===== config.mk =====
export PLATFORM = sky130hd
export DESIGN_NAME = event_routine_attach_controller
export DESIGN_NICKNAME = d
export VERILOG_FILES = /design/src/pkg/erac_pkg.sv /design/src/pkg/event_queue_if.sv /design/src/core/event_queue.sv /design/src/core/event_routine_attach_controller.sv
export SDC_FILE = /design/constraint.sdc
export NUM_CORES = 1
export LEC_CHECK = 0
export BUFFER_PORTS_ARGS = -buffer_cell sky130_fd_sc_hd__buf_4
export CORE_MARGIN = 2
export CORE_UTILIZATION = 40
export DETAILED_ROUTE_END_ITERATION = 8
export PLACE_DENSITY = 0.56
export SKIP_CTS_REPAIR_TIMING = 1
export SYNTH_ARGS = -nofsm -noshare
export SYNTH_HDL_FRONTEND = slang
export SYNTH_SLANG_ARGS = --single-unit

===== constraint.sdc =====
create_clock -name sys_clk -period 3.5 [get_ports sys_clk]
set_input_delay 0.175 -clock sys_clk [delete_from_list [all_inputs] [get_ports sys_clk]]
set_output_delay 0.175 -clock sys_clk [all_outputs]
set_load 0.05 [all_outputs]

===== src/pkg/erac_pkg.sv =====
// constants for the event routine attach controller
package erac_pkg;
    // ----------------------------------------
    // sizes and variants
    // ----------------------------------------
    localparam int EVENT_COUNT   = 34;
    localparam int EVENT_W       = 6;
    localparam int ROUTINE_W     = 8;
    localparam int QUEUE_DEPTH   = 8;
    localparam int QUEUE_PTR_W   = 4;
    localparam logic [1:0] VARIANT_SMALL = 2'h0;
    localparam logic [1:0] VARIANT_MID   = 2'h1;
    localparam logic [1:0] VARIANT_LARGE = 2'h2;
    localparam logic [33:0] MASK_SMALL = 34'h3_f8f8_1fff;
    localparam logic [33:0] MASK_MID   = 34'h3_f8ff_ffff;
    localparam logic [33:0] MASK_LARGE = 34'h3_ffff_ffff;
    // ----------------------------------------
    // event numbers
    // ----------------------------------------
    localparam int EV_EDGE_BASE  = 0;
    localparam int EV_P0_RX      = 8;
    localparam int EV_P0_TX      = 9;
    localparam int EV_TIMED_BASE = 10;
    localparam int EV_C0_EQ      = 12;
    localparam int EV_C1_BASE    = 13;
    localparam int EV_C2_BASE    = 16;
    localparam int EV_PULSE_BASE = 19;
    localparam int EV_TIMER_BASE = 21;
    localparam int EV_P0_MSG     = 23;
    localparam int EV_P1_MSG     = 24;
    localparam int EV_P1_RX      = 25;
    localparam int EV_P1_TX      = 26;
    localparam int EV_C0_DIR     = 27;
    localparam int EV_C0_RST     = 28;
    localparam int EV_C4_BASE    = 29;
    localparam int EV_C3_EQ      = 32;
    localparam int EV_C5_EQ      = 33;
    // ----------------------------------------
    // answer codes and reset values
    // ----------------------------------------
    localparam logic [15:0] ERR_NONE     = 16'h0000;
    localparam logic [15:0] ERR_FAULT    = 16'h0001;
    localparam logic [15:0] ERR_CONFLICT = 16'h0002;
    localparam logic [15:0] ERR_RANGE    = 16'h00ff;
    localparam logic        SUCCESS_RST  = 1'b1;
    typedef enum logic [1:0] {
        ST_IDLE  = 2'b01,
        ST_OFFER = 2'b10
    } disp_state_type;
endpackage


===== src/pkg/event_queue_if.sv =====
// carrier between the controller and its arrival-order queue
`timescale 1ns/100ps
`default_nettype none
interface event_queue_if;
    logic       push_valid;
    logic       push_ready;
    logic [5:0] push_event;
    logic       pop_valid;
    logic       pop_ready;
    logic [5:0] pop_event;
    modport client (output push_valid, push_event, pop_ready,
                    input  push_ready, pop_valid, pop_event);
    modport store  (input  push_valid, push_event, pop_ready,
                    output push_ready, pop_valid, pop_event);
endinterface
`default_nettype wire


===== src/core/event_queue.sv =====
// arrival-order queue of pending event numbers
`timescale 1ns/100ps
`default_nettype none
module event_queue
(
    // clock and reset
    input  wire logic         sys_clk,
    input  wire logic         reset,
    // queue port
    event_queue_if.store      q
);
    typedef struct packed {
        logic [erac_pkg::QUEUE_DEPTH-1:0][erac_pkg::EVENT_W-1:0] mem;
        logic [erac_pkg::QUEUE_PTR_W-1:0]                        wr;
        logic [erac_pkg::QUEUE_PTR_W-1:0]                        rd;
    } queue_state_type;

    queue_state_type s_q;
    queue_state_type s_d;
    logic            full;
    logic            empty;

    assign empty        = (s_q.wr == s_q.rd);
    assign full         = (s_q.wr[2:0] == s_q.rd[2:0]) && !empty;
    assign q.push_ready = !full;
    assign q.pop_valid  = !empty;
    assign q.pop_event  = s_q.mem[s_q.rd[2:0]];

    always_comb
    begin
        s_d = s_q;
        if (q.push_valid && !full)
        begin
            s_d.mem[s_q.wr[2:0]] = q.push_event;
            s_d.wr = s_q.wr + 4'h1;
        end
        if (q.pop_ready && !empty)
            s_d.rd = s_q.rd + 4'h1;
    end

    always_ff @(posedge sys_clk)
    begin
        if (reset)
        begin
            s_q.mem <= '0;
            s_q.wr  <= '0;
            s_q.rd  <= '0;
        end
        else
            s_q <= s_d;
    end
endmodule // event_queue
`default_nettype wire


===== src/core/event_routine_attach_controller.sv =====
// event binding table, occurrence queueing and routine dispatch
`timescale 1ns/100ps
`default_nettype none
module event_routine_attach_controller
#(
    parameter logic [1:0] VARIANT = erac_pkg::VARIANT_LARGE
)
(
    // clock and reset
    input  wire logic       sys_clk,
    input  wire logic       reset,
    // bind and unbind requests
    input  wire logic       req_valid,
    input  wire logic       req_bind,
    input  wire logic [7:0] req_event,
    input  wire logic [7:0] req_routine,
    input  wire logic       runtime_fault_bit,
    input  wire logic       fast_counter_conflict,
    output logic            req_done,
    output logic            success_flag,
    output logic [15:0]     error_code,
    // global enable control
    input  wire logic       enable_all,
    input  wire logic       disable_all,
    input  wire logic       run_entry,
    output logic            global_enable,
    // edge inputs from pins
    input  wire logic [3:0] edge_pin,
    // serial ports
    input  wire logic       port0_rx_char,
    input  wire logic       port0_tx_done,
    input  wire logic       port0_msg_done,
    input  wire logic       port1_rx_char,
    input  wire logic       port1_tx_done,
    input  wire logic       port1_msg_done,
    // periodic and timer sources
    input  wire logic [1:0] timed_tick,
    input  wire logic [1:0] time_equals_preset,
    input  wire logic [1:0] pulse_train_done,
    // fast counters: bit 0 equal, bit 1 direction, bit 2 reset
    input  wire logic [2:0] fast_counter0_evt,
    input  wire logic [2:0] fast_counter1_evt,
    input  wire logic [2:0] fast_counter2_evt,
    input  wire logic [2:0] fast_counter4_evt,
    input  wire logic       fast_counter3_eq,
    input  wire logic       fast_counter5_eq,
    // routine dispatch
    output logic            disp_valid,
    input  wire logic       disp_ready,
    output logic [5:0]      disp_event,
    output logic [7:0]      disp_routine
);
    // ----------------------------------------
    // state
    // ----------------------------------------
    typedef struct packed {
        logic [33:0]                             bound;
        logic [33:0][erac_pkg::ROUTINE_W-1:0]    routine;
        logic [33:0]                             pending;
        logic                                    gie;
        logic [3:0]                              sync1;
        logic [3:0]                              sync2;
        logic [3:0]                              prev;
        erac_pkg::disp_state_type                st;
        logic [5:0]                              dev;
        logic [7:0]                              drt;
        logic                                    done;
        logic                                    ok;
        logic [15:0]                             err;
    } ctrl_state_type;

    ctrl_state_type s_q;
    ctrl_state_type s_d;
    logic [33:0]    mask;
    logic [33:0]    raw;
    logic [7:0]     edge_raw;
    logic [33:0]    live;
    logic           accepted;
    logic [5:0]     ev;
    logic [5:0]     low_idx;
    logic           pick_ok;

    event_queue_if qi();

    event_queue u_queue
    (
        .sys_clk (sys_clk),
        .reset   (reset),
        .q       (qi.store)
    );

    // ----------------------------------------
    // variant and source mapping
    // ----------------------------------------
    assign mask = (VARIANT == erac_pkg::VARIANT_SMALL) ? erac_pkg::MASK_SMALL
                : (VARIANT == erac_pkg::VARIANT_MID)   ? erac_pkg::MASK_MID
                : erac_pkg::MASK_LARGE;
    assign ev       = req_event[5:0];
    assign accepted = (req_event < 8'(erac_pkg::EVENT_COUNT))
                      && mask[ev];

    genvar gi;
    generate
        for (gi = 0; gi < 4; gi++)
        begin : g_edge
            // even number on rise, odd on fall
            assign edge_raw[2*gi]   =
                s_q.sync2[gi] && !s_q.prev[gi];
            assign edge_raw[2*gi+1] =
                !s_q.sync2[gi] && s_q.prev[gi];
        end
    endgenerate

    always_comb
    begin
        raw = '0;
        raw[erac_pkg::EV_EDGE_BASE+:8] = edge_raw;
        raw[erac_pkg::EV_P0_RX]  = port0_rx_char;
        raw[erac_pkg::EV_P0_TX]  = port0_tx_done;
        raw[erac_pkg::EV_P0_MSG] = port0_msg_done;
        raw[erac_pkg::EV_P1_MSG] = port1_msg_done;
        raw[erac_pkg::EV_P1_RX]  = port1_rx_char;
        raw[erac_pkg::EV_P1_TX]  = port1_tx_done;
        raw[erac_pkg::EV_TIMED_BASE+:2] = timed_tick;
        raw[erac_pkg::EV_C0_EQ]  = fast_counter0_evt[0];
        raw[erac_pkg::EV_C0_DIR] = fast_counter0_evt[1];
        raw[erac_pkg::EV_C0_RST] = fast_counter0_evt[2];
        raw[erac_pkg::EV_C1_BASE+:3] = fast_counter1_evt;
        raw[erac_pkg::EV_C2_BASE+:3] = fast_counter2_evt;
        raw[erac_pkg::EV_C4_BASE+:3] = fast_counter4_evt;
        raw[erac_pkg::EV_C3_EQ]  = fast_counter3_eq;
        raw[erac_pkg::EV_C5_EQ]  = fast_counter5_eq;
        raw[erac_pkg::EV_PULSE_BASE+:2] = pulse_train_done;
        raw[erac_pkg::EV_TIMER_BASE+:2] = time_equals_preset;
    end

    // sources absent from this variant never count
    assign live = raw[33:0] & mask & s_q.bound;

    always_comb
    begin
        low_idx = '0;
        pick_ok = 1'b0;
        for (int i = erac_pkg::EVENT_COUNT - 1; i >= 0; i--)
        begin
            if (s_q.pending[i])
            begin
                low_idx = 6'(i);
                pick_ok = 1'b1;
            end
        end
    end

    // ----------------------------------------
    // queue handshake
    // ----------------------------------------
    assign qi.push_valid = pick_ok;
    assign qi.push_event = low_idx;
    assign qi.pop_ready  = s_q.gie && (s_q.st == erac_pkg::ST_IDLE);

    // ----------------------------------------
    // next state
    // ----------------------------------------
    always_comb
    begin
        s_d       = s_q;
        s_d.done  = 1'b0;
        s_d.sync1 = edge_pin;
        s_d.sync2 = s_q.sync1;
        s_d.prev  = s_q.sync2;
        // one occurrence per event is held while waiting for the queue
        if (pick_ok && qi.push_ready)
            s_d.pending[low_idx] = 1'b0;
        s_d.pending = s_d.pending | live;
        if (enable_all)
            s_d.gie = 1'b1;
        if (disable_all || run_entry)
            s_d.gie = 1'b0;
        if (req_valid)
        begin
            s_d.done = 1'b1;
            s_d.ok   = 1'b0;
            if (!accepted)
                s_d.err = erac_pkg::ERR_RANGE;
            else if (!req_bind)
            begin
                s_d.bound[ev]   = 1'b0;
                s_d.pending[ev] = 1'b0;
                s_d.ok  = 1'b1;
                s_d.err = erac_pkg::ERR_NONE;
            end
            else if (runtime_fault_bit)
                s_d.err = erac_pkg::ERR_FAULT;
            else if (fast_counter_conflict)
                s_d.err = erac_pkg::ERR_CONFLICT;
            else
            begin
                // overwrite keeps one routine per event
                s_d.routine[ev] = req_routine;
                s_d.bound[ev]   = 1'b1;
                s_d.ok  = 1'b1;
                s_d.err = erac_pkg::ERR_NONE;
            end
        end
        case (s_q.st)
            erac_pkg::ST_IDLE:
            begin
                // stale entries of detached events are dropped here
                if (qi.pop_ready && qi.pop_valid
                    && s_q.bound[qi.pop_event])
                begin
                    s_d.st  = erac_pkg::ST_OFFER;
                    s_d.dev = qi.pop_event;
                    s_d.drt = s_q.routine[qi.pop_event];
                end
            end
            erac_pkg::ST_OFFER:
            begin
                if (disp_ready)
                    s_d.st = erac_pkg::ST_IDLE;
            end
            default:
                s_d.st = erac_pkg::ST_IDLE;
        endcase
    end

    always_ff @(posedge sys_clk)
    begin
        if (reset)
        begin
            s_q.bound   <= '0;
            s_q.routine <= '0;
            s_q.pending <= '0;
            s_q.gie     <= 1'b0;
            s_q.sync1   <= '0;
            s_q.sync2   <= '0;
            s_q.prev    <= '0;
            s_q.st      <= erac_pkg::ST_IDLE;
            s_q.dev     <= '0;
            s_q.drt     <= '0;
            s_q.done    <= 1'b0;
            s_q.ok      <= erac_pkg::SUCCESS_RST;
            s_q.err     <= erac_pkg::ERR_NONE;
        end
        else
            s_q <= s_d;
    end

    // ----------------------------------------
    // outputs
    // ----------------------------------------
    assign req_done      = s_q.done;
    assign success_flag  = s_q.ok;
    assign error_code    = s_q.err;
    assign global_enable = s_q.gie;
    assign disp_valid    = (s_q.st == erac_pkg::ST_OFFER);
    assign disp_event    = s_q.dev;
    assign disp_routine  = s_q.drt;
endmodule // event_routine_attach_controller
`default_nettype wire


==> impl_metrics.ini <==
[sta]
rsz0062_at_grt = no
hold_viol_final = 1
finalClockSkew_ns = 0.0259
hold_slack_ns = -0.0109
setup_viol = 0
period_share_pct = 94.4
fmax_mhz = 303
slew_violations = 0
worst_pin_slew_ns = 0.970
slew_headroom_pct = 35.3
period_needed_ns = 3.30
post-route-worst-setup-slack_ns = 0.196
setup_tns_ns = 0

[detailed_routing]
vias = 16800
drtPass1Iterations = 6
wl_um = 62400
via_per_inst = 5.51
ant_nets = 0
wl_per_cell_um = 20.4
drc = 0
drt_iter0_markers = 1404

[run_status]
status = finished with violations
violations = negative hold slack

[clock_tree]
cts_tree = done
cts_max_level = 2
clkSlewWorstSetupHoldPaths_ns = 0.06
clockBufferDepth = 3
cts_buffers = 48
cts-root-buf = clkbuf_16
clock_latency_ns = 0.60
cts_sinks = 430

[worst_setup_path]
rrSetupSlack_ns = 0.20
cp.required_ns = 4.03
crit_fanout = 47
r2r-start = u_queue.s_q[1]
critPathArrivalTime_ns = 3.83
reg2regPathDepth = 12
crit_path_end_kind = flop
r2r_end = disp_routine[4]
start_kind = flop
crit_type = reg -> reg

[min_path]
min_from = runtime_fault_bit
hold_end = error_code[0]
hold_class = in -> reg
whs_path_depth = 3

[floorplanning]
die_w_um = 229
start_util_pct = 40.4
coreArea_sq_um = 50000
die_h_um = 229
io_pins = 90
row_count = 82
die_area_sq_um = 52300

[logic_synthesis]
synth.distinct_cells = 64
synth_enable_flop_cells = 0
yosysWarnings = 0
netlist_instances = 2289
seq_area_frac_synth_pct = 42.7
syn_area_per_cell_sq_um = 8.82
synth_area_sq_um = 20200
synth-async-reset-ratio_pct = 0
ys_ff_latch = 430
synthFlopType = dfxtp_1

[grt]
grt_pass1_wl_um = 96700
grt_pass1_vias = 16300
antenna_found_initial = 0
overflow = 0
grt_max_degree = 115
grt_usage_pct = 23.5

[finish]
n_antenna_cell = 0
final_util_pct = 46.9
area_growth_pct = 16.0
drive_gt1_share_pct = 12.8
layout_commonest_cell = dfxtp_1
nets = 2404
mostFrequentLayoutCells = 429 x dfxtp_1, 413 x nor2_1, 368 x mux2i_1, 280 x nand2_1, 141 x buf_4

[run]
maxCapViolCount = 0

[place]
gp_congestion = 0.963
dp_hpwl_um = 41900
dp_slack_ns = 0.216
port_buffers = 81

[power]
finalPower_w = 0.0105
ir_drop_uv = 359
power.leakage_nw = 8.80
powerDensity_nw_per_um2 = 447
## where the power goes
group	switching [W]	total, W	internal (W)
sequential	0.00000729	0.00491	0.00491
combinational	0.000314	0.000448	0.000134
clock	0.00204	0.00510	0.00306
total	0.00237	0.0105	0.00810
## cell families (layout without fill, tap and decap cells)
logic type / after synthesis / count (layout) / share of synthesized area, %
DFF: 430 / 430 / 42.7
adders and majority gates: 2 / 2 / 0.124
xor gates and xnor gates: 10 / 10 / 0.434
buffers and inverters: 204 / 290 / 4.83
other: 1 / 8 / 0.0186
muxes: 400 / 400 / 21.0
and+or+nand+nor: 936 / 936 / 21.2
AOI/OAI and AO/OA: 306 / 306 / 9.82
## through the flow
stage | instances | area, sq um
final | 3054 | 23400
after global routing | 3054 | 23400
after CTS | 3017 | 23000
after detailed placement | 2931 | 21500
after global placement | 2931 | 21500
after floorplan | 2296 | 20200
## flip-flops by register name (all words and copies together) (netlist names)
name and cells:
s_q 346, u_queue.s_q 56, disp_routine 8, s_d 8, disp_event 6, error_code 3, global_enable 1, req_done 1
success_flag 1
## cell usage after synthesis, types with 6 or more instances
| master | instances | area (sq um) |
|---|---|---|
| a211oi_1 | 25 | 188 |
| o21ai_0 | 21 | 105 |
| inv_1 | 15 | 56.3 |
| nor4_1 | 10 | 62.6 |
| o21ai_1 | 8 | 40.0 |
| xor2_1 | 6 | 52.6 |
| buf_2 | 26 | 130 |
| nand3_1 | 60 | 300 |
| a41oi_1 | 7 | 61.3 |
| nor2_1 | 415 | 1560 |
| a31oi_1 | 50 | 313 |
| nand2b_1 | 7 | 43.8 |
| and3_1 | 40 | 250 |
| buf_1 | 21 | 78.8 |
| mux2_2 | 12 | 135 |
| buf_4 | 39 | 293 |
| a311oi_1 | 6 | 52.6 |
| mux2i_1 | 371 | 3710 |
| dfxtp_1 | 430 | 8610 |
| o21bai_1 | 14 | 105 |
| nand2_1 | 280 | 1050 |
| a21o_1 | 14 | 105 |
| nor3_1 | 22 | 110 |
| nor3_2 | 6 | 60.1 |
| nand3b_1 | 19 | 143 |
| a21oi_1 | 84 | 420 |
| nor2b_1 | 14 | 87.6 |
| clkbuf_1 | 99 | 372 |
| mux4_2 | 17 | 383 |
| o31ai_1 | 9 | 67.6 |
| a211o_1 | 9 | 78.8 |
| o22ai_1 | 29 | 181 |
| nor3_4 | 16 | 260 |
| nand4_1 | 11 | 68.8 |
## critical path, cell delays in order, from the launching register on
cell and delay (ns):
dfxtp_1 0.35, buf_12 0.17, mux4_2 0.57, mux2i_4 0.26, buf_12 0.32, buf_12 0.28, nand2_1 0.09, and3_1 0.16
a31oi_1 0.24, o22ai_1 0.17, a211oi_1 0.33, nand2_1 0.10, o21ai_1 0.11
## cell type report
cell class,count,area [sq um]
sequential,430,8610
timing repair buffer,189,1640
clock inverter,12,174
clock buffer,74,1410
tap,672,841
multi-input combinational,1662,10700
fill,4803,26600
inverter,15,56.3
## layer usage
metal  track usage (%)  vias to the layer above  share of wire [%]
met3              3.01                      118                5.1
li1                  -                     8044                  -
met5                 0                        -                  0
met2              37.8                      517                 46
met1              31.8                     8137                 46
met4              9.64                        0                3.6
## how the worst max path moves through the flow
| stage | from | end | slack, ns |
|---|---|---|---|
| after detailed placement | u_queue.s_q[2] | disp_routine[4] | 0.22 |
| after global placement | u_queue.s_q[2] | disp_routine[4] | 0.29 |
| final | u_queue.s_q[1] | disp_routine[4] | 0.20 |
| after floorplan | u_queue.s_q[1] | disp_routine[5] | 0.69 |
| after CTS | u_queue.s_q[2] | disp_routine[4] | 0.18 |
| after global routing | u_queue.s_q[1] | disp_routine[4] | 0.08 |
(Power assumes the default switching activity.)
